**src/logic/ctsr_consts.svh**
```systemverilog
// Constants for the channel trim staging bank: offsets, fields, resets and timing.
// Assumes it is included by bare name from the package and the design modules.
`ifndef CTSR_CONSTS_SVH
`define CTSR_CONSTS_SVH

// ==========================================================================
// Bank geometry
`define CTSR_CH_NUM 4
`define CTSR_KIND_NUM 3
`define CTSR_TRIM_W 10
`define CTSR_ADDR_W 8
`define CTSR_DATA_W 16
`define CTSR_IN_W 10
`define CTSR_OUT_W 13

// ==========================================================================
// Register offsets
`define CTSR_ADDR_CAL_CTRL 8'h10
`define CTSR_ADDR_CAL_MBOX 8'h11
`define CTSR_ADDR_STG_OFFSET 8'h20
`define CTSR_ADDR_ACT_OFFSET 8'h21
`define CTSR_ADDR_STG_GAIN 8'h22
`define CTSR_ADDR_ACT_GAIN 8'h23
`define CTSR_ADDR_STG_PHASE 8'h24
`define CTSR_ADDR_ACT_PHASE 8'h25

// ==========================================================================
// Calibration control fields and mailbox
`define CTSR_FLD_OFFSET_LSB 6
`define CTSR_FLD_GAIN_LSB 4
`define CTSR_FLD_PHASE_LSB 2
`define CTSR_XFER_REQ 2'h2
`define CTSR_MBOX_BUSY_BIT 0

// ==========================================================================
// Trim kinds, as indices into the per-channel trim arrays
`define CTSR_KIND_OFFSET 2'h0
`define CTSR_KIND_GAIN 2'h1
`define CTSR_KIND_PHASE 2'h2

// ==========================================================================
// Reset values, lane codes and timing
`define CTSR_TRIM_RST 10'h200
`define CTSR_TRIM_ZERO_CODE 13'h0200
`define CTSR_GAIN_SHIFT 9
`define CTSR_LANE_A 3'h1
`define CTSR_LANE_B 3'h2
`define CTSR_LANE_C 3'h3
`define CTSR_LANE_D 3'h4
`define CTSR_XFER_CYCLES 4
`define CTSR_CNT_W 3

`endif

```
**src/logic/ctsr_pkg.sv**
```systemverilog
// Types for the channel trim staging bank.
// Assumes ctsr_consts.svh is on the include path.
`include "ctsr_consts.svh"

package ctsr_pkg;

	// ======================================================================
	// Transfer sequencer state of one channel.
	typedef enum logic [1:0] {
		CTSR_IDLE,
		CTSR_GAIN,
		CTSR_OFFSET,
		CTSR_PHASE
	} ctsr_seq_t;

	typedef logic [`CTSR_TRIM_W-1:0] ctsr_trim_t;

	// ======================================================================
	// Whole state of the register bank.
	typedef struct packed {
		ctsr_trim_t [`CTSR_CH_NUM-1:0][`CTSR_KIND_NUM-1:0] staged;
		ctsr_trim_t [`CTSR_CH_NUM-1:0][`CTSR_KIND_NUM-1:0] active;
		logic [`CTSR_CH_NUM-1:0][5:0] calCtrl;
		logic [`CTSR_CH_NUM-1:0][`CTSR_KIND_NUM-1:0] pending;
		ctsr_seq_t [`CTSR_CH_NUM-1:0] seq;
		logic [`CTSR_CH_NUM-1:0][`CTSR_CNT_W-1:0] cnt;
		logic [`CTSR_DATA_W-1:0] readData;
		logic readValid;
	} ctsr_bank_t;

	// ======================================================================
	// State of one corrector.
	typedef struct packed {
		logic signed [`CTSR_OUT_W-1:0] sampleOut;
	} ctsr_corr_t;

endpackage

```
**src/logic/ctsr_corrector.sv**
```systemverilog
// One channel corrector: output equals active offset plus input times active gain.
// Assumes the trims come from flops of the trim bank on the same clock.
`timescale 1ns/1ps
`include "ctsr_consts.svh"

module ctsr_corrector (
	input wire logic clock,
	input wire logic rst_n,
	input wire logic signed [`CTSR_IN_W-1:0] sampleIn,
	input wire logic [`CTSR_TRIM_W-1:0] gainCode,
	input wire logic [`CTSR_TRIM_W-1:0] offsetCode,
	output logic signed [`CTSR_OUT_W-1:0] sampleOut
);

	ctsr_pkg::ctsr_corr_t cur;
	ctsr_pkg::ctsr_corr_t next_cur;
	logic signed [20:0] product;
	logic signed [`CTSR_OUT_W-1:0] scaled;
	logic signed [`CTSR_OUT_W-1:0] shift;

	// ======================================================================
	// Arithmetic
	// Gain code 0x200 is unity, so the product is scaled down by 512.
	// Offset code 0x000 is the largest positive shift and 0x3ff the largest negative.
	always_comb begin
		product = sampleIn * $signed({1'b0, gainCode});
		scaled = `CTSR_OUT_W'(product >>> `CTSR_GAIN_SHIFT);
		shift = $signed(`CTSR_TRIM_ZERO_CODE) - $signed({3'h0, offsetCode});
		next_cur = cur;
		next_cur.sampleOut = scaled + shift;
	end

	// ======================================================================
	// State register
	always_ff @(posedge clock) begin
		if (!rst_n) begin
			cur <= '0;
		end else begin
			cur <= next_cur;
		end
	end

	assign sampleOut = cur.sampleOut;

endmodule

```
**src/logic/ctsr_trim_bank.sv**
```systemverilog
// Per-channel trim staging bank: staged and active offset, gain and phase trims,
// calibration control and mailbox, and the corrected sample outputs.
// Assumes the serial framing is decoded elsewhere on the same clock into
// one-cycle read and write strobes, and that the common lane selector register
// lives outside and is presented here as a level.
`timescale 1ns/1ps
`include "ctsr_consts.svh"

module ctsr_trim_bank #(
	parameter int XFER_CYCLES = `CTSR_XFER_CYCLES
) (
	input wire logic clock,
	input wire logic rst_n,
	input wire logic [2:0] lanePick,
	input wire logic regWrite,
	input wire logic regRead,
	input wire logic [`CTSR_ADDR_W-1:0] regAddr,
	input wire logic [`CTSR_DATA_W-1:0] regWdata,
	output logic [`CTSR_DATA_W-1:0] regRdata,
	output logic regRvalid,
	output logic [`CTSR_CH_NUM-1:0] laneBusy,
	output logic [`CTSR_CH_NUM*`CTSR_TRIM_W-1:0] activePhase,
	input wire logic [`CTSR_CH_NUM*`CTSR_IN_W-1:0] sampleIn,
	output logic [`CTSR_CH_NUM*`CTSR_OUT_W-1:0] sampleOut
);

	// ======================================================================
	// Helper functions
	// Pure decoders, shared by the next-state logic, the read path and the outputs.

	// Turns a lane selector code into {valid, index}; unlisted codes are not valid.
	function automatic logic [2:0] decodeLane(input logic [2:0] code);
		logic [2:0] res;
		res = 3'h0;
		// Bit 2 flags a valid code; a caller must test it before trusting the index.
		case (code)
			`CTSR_LANE_A: res = 3'h4;
			`CTSR_LANE_B: res = 3'h5;
			`CTSR_LANE_C: res = 3'h6;
			`CTSR_LANE_D: res = 3'h7;
			default: res = 3'h0;
		endcase
		return res;
	endfunction

	// Picks the next transfer from a pending set, gain before offset before phase.
	function automatic ctsr_pkg::ctsr_seq_t pickNext(input logic [`CTSR_KIND_NUM-1:0] pend);
		ctsr_pkg::ctsr_seq_t res;
		res = ctsr_pkg::CTSR_IDLE;
		// An empty set gives idle, which is also how a chain of transfers ends.
		if (pend[`CTSR_KIND_GAIN]) begin
			res = ctsr_pkg::CTSR_GAIN;
		end else if (pend[`CTSR_KIND_OFFSET]) begin
			res = ctsr_pkg::CTSR_OFFSET;
		end else if (pend[`CTSR_KIND_PHASE]) begin
			res = ctsr_pkg::CTSR_PHASE;
		end
		return res;
	endfunction

	// True while a channel has a transfer queued or running. The mailbox bit and the
	// busy outputs share it, so the two can never disagree.
	function automatic logic chanBusy(input ctsr_pkg::ctsr_seq_t s,
		input logic [`CTSR_KIND_NUM-1:0] pend);
		return (s != ctsr_pkg::CTSR_IDLE) || (pend != '0);
	endfunction

	// Widens a trim to a bus word; the unused upper bits always read as zero.
	function automatic logic [`CTSR_DATA_W-1:0] trimWord(input ctsr_pkg::ctsr_trim_t t);
		return {6'h00, t};
	endfunction

	// Maps a running sequencer state to the trim kind it copies.
	// Only called for a running state; the offset default is never used for idle.
	function automatic logic [1:0] seqKind(input ctsr_pkg::ctsr_seq_t s);
		logic [1:0] res;
		res = `CTSR_KIND_OFFSET;
		case (s)
			ctsr_pkg::CTSR_GAIN: res = `CTSR_KIND_GAIN;
			ctsr_pkg::CTSR_PHASE: res = `CTSR_KIND_PHASE;
			default: res = `CTSR_KIND_OFFSET;
		endcase
		return res;
	endfunction

	// ======================================================================
	// State
	// A step loads XFER_CYCLES-1 and also spends the cycle in which the count reads
	// zero, so each step lasts XFER_CYCLES cycles; the counter must hold XFER_CYCLES-1.
	localparam logic [`CTSR_CNT_W-1:0] XFER_LAST = `CTSR_CNT_W'(XFER_CYCLES - 1);
	// The trim rows are filled by replication, so every channel and every kind gets
	// 0x200 whatever the packing of the two array dimensions.
	localparam ctsr_pkg::ctsr_bank_t BANK_RESET = '{
		staged: {(`CTSR_CH_NUM * `CTSR_KIND_NUM){`CTSR_TRIM_RST}},
		active: {(`CTSR_CH_NUM * `CTSR_KIND_NUM){`CTSR_TRIM_RST}},
		calCtrl: '0,
		pending: '0,
		seq: '{default: ctsr_pkg::CTSR_IDLE},
		cnt: '0,
		readData: '0,
		readValid: 1'b0
	};

	// The whole bank lives in one register; next_cur is its combinational copy.
	ctsr_pkg::ctsr_bank_t cur;
	ctsr_pkg::ctsr_bank_t next_cur;

	// ======================================================================
	// Next-state logic
	// The sequencer runs before the register write so that a request written in
	// the very cycle a transfer of the same kind completes is kept, not lost.
	always_comb begin
		logic [2:0] laneDec;
		logic laneOk;
		logic [1:0] lane;
		logic [1:0] kind;
		logic [`CTSR_KIND_NUM-1:0] rest;
		logic busy;
		laneDec = decodeLane(lanePick);
		laneOk = laneDec[2];
		lane = laneDec[1:0];
		kind = `CTSR_KIND_OFFSET;
		rest = '0;
		busy = 1'b0;
		next_cur = cur;
		next_cur.readValid = 1'b0;

		// Per-channel transfer sequencers; each step holds for XFER_CYCLES.
		// An idle channel spends one cycle picking its first step, so a lone transfer
		// keeps the channel busy for XFER_CYCLES plus one cycles.
		// The channels are independent; one busy channel never delays another.
		for (int ch = 0; ch < `CTSR_CH_NUM; ch++) begin
			case (cur.seq[ch])
				ctsr_pkg::CTSR_IDLE: begin
					// Orders are only queued by the write path; here they are started.
					if (cur.pending[ch] != '0) begin
						next_cur.seq[ch] = pickNext(cur.pending[ch]);
						next_cur.cnt[ch] = XFER_LAST;
					end
				end
				default: begin
					if (cur.cnt[ch] == '0) begin
						// The copy takes the staged value standing at this edge, so a
						// staged write made during the count still reaches the active trim.
						kind = seqKind(cur.seq[ch]);
						// Staged to active copy is the only path into active.
						next_cur.active[ch][kind] = cur.staged[ch][kind];
						rest = cur.pending[ch] & ~(`CTSR_KIND_NUM'(1) << kind);
						next_cur.pending[ch] = rest;
						// The next queued kind starts at once, with no idle cycle between.
						next_cur.seq[ch] = pickNext(rest);
						next_cur.cnt[ch] = XFER_LAST;
					end else begin
						// Zero always ends the step, so the count can never wrap.
						next_cur.cnt[ch] = cur.cnt[ch] - `CTSR_CNT_W'(1);
					end
				end
			endcase
		end

		// Register writes reach only the selected channel.
		// Without a valid code the lane index falls back to channel A, so the whole
		// write must be dropped rather than only guarded per register.
		if (regWrite && laneOk) begin
			case (regAddr)
				`CTSR_ADDR_CAL_CTRL: begin
					// The stored field keeps its value after the transfer.
					// Pending bits set here win over a completion clear in the same cycle,
					// because the sequencer above has already written its result.
					next_cur.calCtrl[lane] = regWdata[7:2];
					if (regWdata[`CTSR_FLD_OFFSET_LSB +: 2] == `CTSR_XFER_REQ) begin
						next_cur.pending[lane][`CTSR_KIND_OFFSET] = 1'b1;
					end
					if (regWdata[`CTSR_FLD_GAIN_LSB +: 2] == `CTSR_XFER_REQ) begin
						next_cur.pending[lane][`CTSR_KIND_GAIN] = 1'b1;
					end
					if (regWdata[`CTSR_FLD_PHASE_LSB +: 2] == `CTSR_XFER_REQ) begin
						next_cur.pending[lane][`CTSR_KIND_PHASE] = 1'b1;
					end
				end
				`CTSR_ADDR_STG_OFFSET: begin
					next_cur.staged[lane][`CTSR_KIND_OFFSET] = regWdata[9:0];
				end
				`CTSR_ADDR_STG_GAIN: begin
					next_cur.staged[lane][`CTSR_KIND_GAIN] = regWdata[9:0];
				end
				`CTSR_ADDR_STG_PHASE: begin
					next_cur.staged[lane][`CTSR_KIND_PHASE] = regWdata[9:0];
				end
				default: begin
					// Active trims, mailbox and unmapped offsets ignore writes.
				end
			endcase
		end

		// Register reads answer one cycle later; unused bits read zero.
		// Reads look at the state before this edge, so a read and a write in the same
		// cycle return the old value. A read with no channel chosen still answers, with
		// zero, so a host never waits on an answer that cannot come.
		if (regRead) begin
			next_cur.readValid = 1'b1;
			next_cur.readData = '0;
			busy = chanBusy(cur.seq[lane], cur.pending[lane]);
			if (laneOk) begin
				case (regAddr)
					`CTSR_ADDR_CAL_CTRL: begin
						next_cur.readData = {8'h00, cur.calCtrl[lane], 2'h0};
					end
					`CTSR_ADDR_CAL_MBOX: begin
						next_cur.readData[`CTSR_MBOX_BUSY_BIT] = busy;
					end
					`CTSR_ADDR_STG_OFFSET: begin
						next_cur.readData = trimWord(cur.staged[lane][`CTSR_KIND_OFFSET]);
					end
					`CTSR_ADDR_ACT_OFFSET: begin
						next_cur.readData = trimWord(cur.active[lane][`CTSR_KIND_OFFSET]);
					end
					`CTSR_ADDR_STG_GAIN: begin
						next_cur.readData = trimWord(cur.staged[lane][`CTSR_KIND_GAIN]);
					end
					`CTSR_ADDR_ACT_GAIN: begin
						next_cur.readData = trimWord(cur.active[lane][`CTSR_KIND_GAIN]);
					end
					`CTSR_ADDR_STG_PHASE: begin
						next_cur.readData = trimWord(cur.staged[lane][`CTSR_KIND_PHASE]);
					end
					`CTSR_ADDR_ACT_PHASE: begin
						next_cur.readData = trimWord(cur.active[lane][`CTSR_KIND_PHASE]);
					end
					default: begin
						next_cur.readData = '0;
					end
				endcase
			end
		end
	end

	// ======================================================================
	// State register
	// All trims reset to code 0x200: zero offset, unity gain, zero delay shift.
	// Reset is synchronous, so every channel of the bank settles on the same edge.
	always_ff @(posedge clock) begin
		if (!rst_n) begin
			cur <= BANK_RESET;
		end else begin
			cur <= next_cur;
		end
	end

	// ======================================================================
	// Outputs and per-channel correctors
	// Read data stands until the next answer replaces it; the valid pulse marks the
	// one cycle in which it is new.
	assign regRdata = cur.readData;
	assign regRvalid = cur.readValid;

	// One corrector per channel; all four run every cycle, chosen or not.
	genvar gi;
	generate
		for (gi = 0; gi < `CTSR_CH_NUM; gi++) begin : gen_lane
			// Busy covers both queued and running transfers of the channel.
			assign laneBusy[gi] = chanBusy(cur.seq[gi], cur.pending[gi]);
			// The delay line sees only the active phase, never the staged one.
			assign activePhase[gi*`CTSR_TRIM_W +: `CTSR_TRIM_W] =
				cur.active[gi][`CTSR_KIND_PHASE];
			// The corrector reads the active trims straight from the flops, so a copy
			// reaches the samples one cycle after it lands; staged values never do.
			ctsr_corrector u_corr (
				.clock(clock),
				.rst_n(rst_n),
				.sampleIn(sampleIn[gi*`CTSR_IN_W +: `CTSR_IN_W]),
				.gainCode(cur.active[gi][`CTSR_KIND_GAIN]),
				.offsetCode(cur.active[gi][`CTSR_KIND_OFFSET]),
				.sampleOut(sampleOut[gi*`CTSR_OUT_W +: `CTSR_OUT_W])
			);
		end
	endgenerate

endmodule

```
**config.mk**
```make
export PLATFORM = sky130hd
export DESIGN_NAME = ctsr_trim_bank
export DESIGN_NICKNAME = d
export VERILOG_FILES = /design/src/logic/ctsr_pkg.sv /design/src/logic/ctsr_corrector.sv /design/src/logic/ctsr_trim_bank.sv
export VERILOG_INCLUDE_DIRS = /design/src /design/src/logic
export SDC_FILE = /design/constraint.sdc
export NUM_CORES = 2
export LEC_CHECK = 0
export ABC_AREA = 1
export ABC_CLOCK_PERIOD_IN_PS = 15600
export BUFFER_PORTS_ARGS = -buffer_cell sky130_fd_sc_hd__buf_2
export CELL_PAD_IN_SITES_DETAIL_PLACEMENT = 1
export CELL_PAD_IN_SITES_GLOBAL_PLACEMENT = 2
export CORE_ASPECT_RATIO = 1.1
export CORE_MARGIN = 5
export CORE_UTILIZATION = 39
export CTS_BUF_LIST = sky130_fd_sc_hd__clkbuf_8 sky130_fd_sc_hd__clkbuf_16
export CTS_CLUSTER_DIAMETER = 200
export DETAILED_ROUTE_END_ITERATION = 7
export PLACE_DENSITY = 0.85
export RECOVER_POWER = 50
export SLEW_MARGIN = 20
export SYNTH_ARGS = -nofsm -noshare
export SYNTH_HDL_FRONTEND = slang
export SYNTH_HIERARCHICAL = 1
export SYNTH_SLANG_ARGS = --single-unit
```
**constraint.sdc**
```tcl
create_clock -name clock -period 15.6 [get_ports clock]
set_clock_uncertainty 0.2 [all_clocks]
set_input_delay 2.34 -clock clock [delete_from_list [all_inputs] [get_ports clock]]
set_output_delay 2.34 -clock clock [all_outputs]
set_load 0.005 [all_outputs]
```
# Word level (Yosys, flattened, before mapping)
# Cells that the tools add are included.
# word_totals
ff_bits	359
word_cells	293
# classes
addsub	12
multipliers	4
n_lt_le_gt_ge	10
eq_ne	27
shifts	4
mux	131
bitwise	15
reduce_logical	44
# ops
cell	n
bitwise mux 120 bit	3
one-hot mux 120 bit (3 select lines)	1
demux 30 bit (select 2 bit)	3
binary-select mux 30 bit (select 2 bit)	2
bitwise mux 30 bit	4
2-to-1 mux 12 bit	9
2-to-1 mux 10 bit	10
2-to-1 mux 2 bit	46
2-to-1 mux 30 bit	3
multiplier 10 x 11 -> 21 bit	4
binary-select mux 10 bit (select 2 bit)	4
demux 10 bit (select 2 bit)	4
2-to-1 mux 3 bit	22
one-hot mux 9 bit (7 select lines)	1
adder 12 x 11 -> 13 bit	4
== test 8 x 6 -> 1 bit, second input constant	6
subtractor 10 x 10 -> 11 bit, first input constant	4
bitwise OR 12 bit	3
bitwise mux 24 bit	1
2-to-1 mux 20 bit	1
AND reduction 2 bit	10
demux 3 bit (select 2 bit)	3
nonzero test 2 bit	9
nonzero test 3 bit	6
27 further kinds	84

# Longest topological paths before layout
# depth
word_depth	21
depth_mapped	31
depth_no_buf	30

# Cells and area by module
# The synthesis kept the hierarchy.
# by_module_without_submodules
mod	n_inst	cells_each	area_each_um2	seq_area_each_um2
ctsr_trim_bank	1	2381	15932.8	6145.9
ctsr_corrector (gen_lane[3].u_corr)	1	668	4730.8	260.2
ctsr_corrector (gen_lane[1].u_corr)	1	668	4718.3	260.2
ctsr_corrector (gen_lane[2].u_corr)	1	655	4698.3	260.2
ctsr_corrector (gen_lane[0].u_corr)	1	662	4684.5	260.2

# Worst setup path after synthesis
# Ideal clock, no wire load.
# synth_timing
path_kind	input -> register
startpoint	in sampleIn[9]
endpoint	reg gen_lane[0].u_corr.cur, in the netlist gen_lane[0].u_corr/sampleOut[8]
setup_ns	0.113
arrival_time_ns	7.668
required_time_ns	15.287
slack_ns	7.618
stages	24
path_cell_list	clkinv_1 -> or2_2 -> fa_1 -> fa_1 -> inv_1 -> fa_1 -> fa_1 -> inv_1 -> fa_1 -> inv_1 -> ha_1 -> a21oi_1 -> nor2_1 -> nor2_1 -> nand2_1 -> a21oi_1 -> xor2_1 -> ha_1 -> a21oi_1 -> o21ai_0 -> a21oi_1 -> o21ai_0 -> nor2_1 -> nor2_1
# synth_between
elab_chain_cells	2
# synth_lines
element	line_no	source
start: declaration	ctsr_trim_bank.sv:23	input wire logic [`CTSR_CH_NUM*`CTSR_IN_W-1:0] sampleIn,
multiplier 10 x 11 -> 21 bit	ctsr_corrector.sv:26	product = sampleIn * $signed({1'b0, gainCode});
adder 12 x 11 -> 13 bit	ctsr_corrector.sv:30	next_cur.sampleOut = scaled + shift;
end signal: assignment	ctsr_corrector.sv:39	cur <= next_cur;
end: declaration	ctsr_corrector.sv:15	ctsr_pkg::ctsr_corr_t cur;
# Every way passes these cells.
# A chain may end at the register's enable or synchronous reset.

==> out/results.tsv <==
metric	value	unit
status	finished with violations	
violated checks	max-capacitance violations, max-slew violations	
most common cell in the synthesized netlist	nand2_1	
Area contributors post-synth	dfxtp_1, fa_1, nand2_1	
post-layout util	42.5	%
Diodes inserted	0	
H-Tree Depth	2	
clock sinks	359	
final setup vio count	0	
Final Net Count	5638	
hold buffer count at cts	0	
WL met2	60300	um
Yosys cell types	57	
Hold WS	257	ps
Switch Pwr	847	uW
post-synth top area cell	dfxtp_1	
worst endpoint required time	15840	ps
Detail Placement HPWL	95800	um
Pwr Density	70.3	nW/um^2
clock tree buffer depth	3	
r2r endpoint	gen_lane[0].u_corr/sampleOut[8]	
drt wl/cell	20.2	um
ys flop type	dfxtp_1	
First DRT Iteration DRCs	2042	
Post-CTS Setup Inserts	0	
first-pass GRT wire length	195000	um
YS warnings	6	
initial antenna violation count	0	
FF-to-FF Start	cur[84]	
synth cell count leaders	nand2_1, inv_1, a21oi_1	
die area	95200	um^2
Logic pwr share	20.6	%
Placer Congestion	0.875	
Setup CP Type	in -> reg	
Initial Util	39.4	%
placed cell area	35900	um^2
Area Growth Syn to Fin	7.68	%
Final period util	69.3	%
Chip Height	323	um
Int Power	1.78	mW
Detailed Route WL	125000	um
CTS buffer count	46	
Synth Instances	5034	
post-synth top area share	20.7	%
pin count of the biggest net entering global routing	93	
measured slew at the worst slew-check pin	4050	ps
Final Max Slew Viols	367	
hold crit path type	reg -> reg	
peak supply drop	0.0706	mV
Hold Path End	cur[53]	
top sig layer	met4	
Worst-path clk slew	60	ps
setup slack after placement	6500	ps
Critical Path Sink Type	flop	
relative slew slack	-170	%
worst r2r path cells	24	
number of I/O pins	184	
Startpoint Class	input port	
syn avg cell area	6.91	um^2
Seq cells post-synth	359	
total gr overflow	0	
Port Buffer Count	171	
layout cell share with drive strength beyond 1	5.93	%
setup TNS	0	ps
Post-Layout Inst Area	37400	um^2
max-cap viol count	5	
Setup WS post-layout	4790	ps
vias per cell	5.29	
sequential element share of the synthesized area	20.7	%
CORE AREA	88100	um^2
met1 wire length	54600	um
Met3 Wirelength	6320	um
ANT nets after route	0	
minimum clock period	10810	ps
total power	2.63	mW
vias in the first global route	34008	
Vias	32807	
Post-synth EDFFs	0	
Flop pwr share	35.9	%
Reg2Reg Setup Slack	8750	ps
Mapped Area	34800	um^2
DP Cell Count	6115	
Hold Startpoint	cur[53]	
cts repair resizes	0	
Hold Vio Cnt, Final	0	
RSZ-0062 raised after global routing	false	
Worst Hold Depth	2	
Sw Share	32.2	%
clk_lat worst skew	630	ps
CTS Root Cell	clkbuf_16	
DRC	0	
die width	295	um
Total GRT Usage	25.9	%
TritonCTS clock tree	yes	
maximum fanout along the worst path	85	
num rows	114	
clock network power share	43.6	%
f_max	0.0925	GHz
ys async rst share	0	%
DR pass1 iterations	6	
Worst Path Arrival	11050	ps
leakage power total	19.7	nW
final cell count without fillers	6200	
-- layout make-up --
| cell class | instances | area, um^2 |
|---|---|---|
| inverter | 961 | 3610 |
| clock buffer | 62 | 1380 |
| sequential | 359 | 7190 |
| multi-input combinational | 3428 | 22500 |
| timing repair buffer | 207 | 1000 |
| tap | 1160 | 1450 |
| fill | 11445 | 50700 |
| clock inverter | 23 | 254 |
-- layout by cell type, fill, tap and decap left out, drive strengths merged, types with 14 or more instances in the layout --
cell type,n
buf,118
nand3b,18
xor2,49
nand3,293
fa,252
clkbuf,151
a221oi,72
nor3,40
ha,312
nor2,321
o21ai,293
o211ai,33
nand2,1228
inv,958
clkinv,21
a21o,14
xnor2,14
dfxtp,359
a21oi,383
-- cell families (layout without fill, tap and decap cells) --
family          after synthesis  in the layout  synth area share (%)
compound gates              861            861                  14.2
other cells                   1              6                0.0108
simple gates               1934           1934                  23.1
xor+xnor                     63             63                  1.67
flops                       359            359                  20.7
buf+inv                    1252           1253                  14.6
fa+ha+maj                   564            564                  25.7
-- power groups by stage --
stage	Combinational (mW)	Clock (mW)	Sequential [mW]
floorplan	0.367	0	0.967
global placement	0.539	0	0.963
detailed placement	0.544	0	0.963
finish	0.541	1.15	0.944
global route	0.614	1.21	0.945
CTS	0.550	1.17	0.943
-- worst max-delay path, stage by stage --
cell        delay (ps)
clkbuf_1          2740
clkinvlp_2        3240
clkbuf_1          1800
a21oi_1            640
o21ai_0            150
-- layer usage --
layer | up-vias | global-route usage, %
met4 | 0 | 6.95
met5 | - | 0
li1 | 15711 | -
met1 | 16162 | 33.8
met2 | 755 | 45.0
met3 | 179 | 3.63
-- worst max-delay path by stage --
| stage | start | to | depth (start not counted) |
|---|---|---|---|
| after global routing | rst_n | cur[152] | 5 |
| after CTS | sampleIn[19] | gen_lane[1].u_corr/sampleOut[11] | 26 |
| after global placement | sampleIn[19] | gen_lane[1].u_corr/sampleOut[8] | 26 |
| final | rst_n | cur[152] | 5 |
| after detailed placement | sampleIn[19] | gen_lane[1].u_corr/sampleOut[11] | 26 |
| after floorplan | sampleIn[9] | gen_lane[0].u_corr/sampleOut[8] | 24 |
-- flip-flops by register name (all words and copies together), names as in the netlist --
signal,count
regRdata,10
cur,256
regRvalid,1
activePhase,40
gen_lane.u_corr/sampleOut,52
Note: power is estimated with default switching activity, not from simulation.
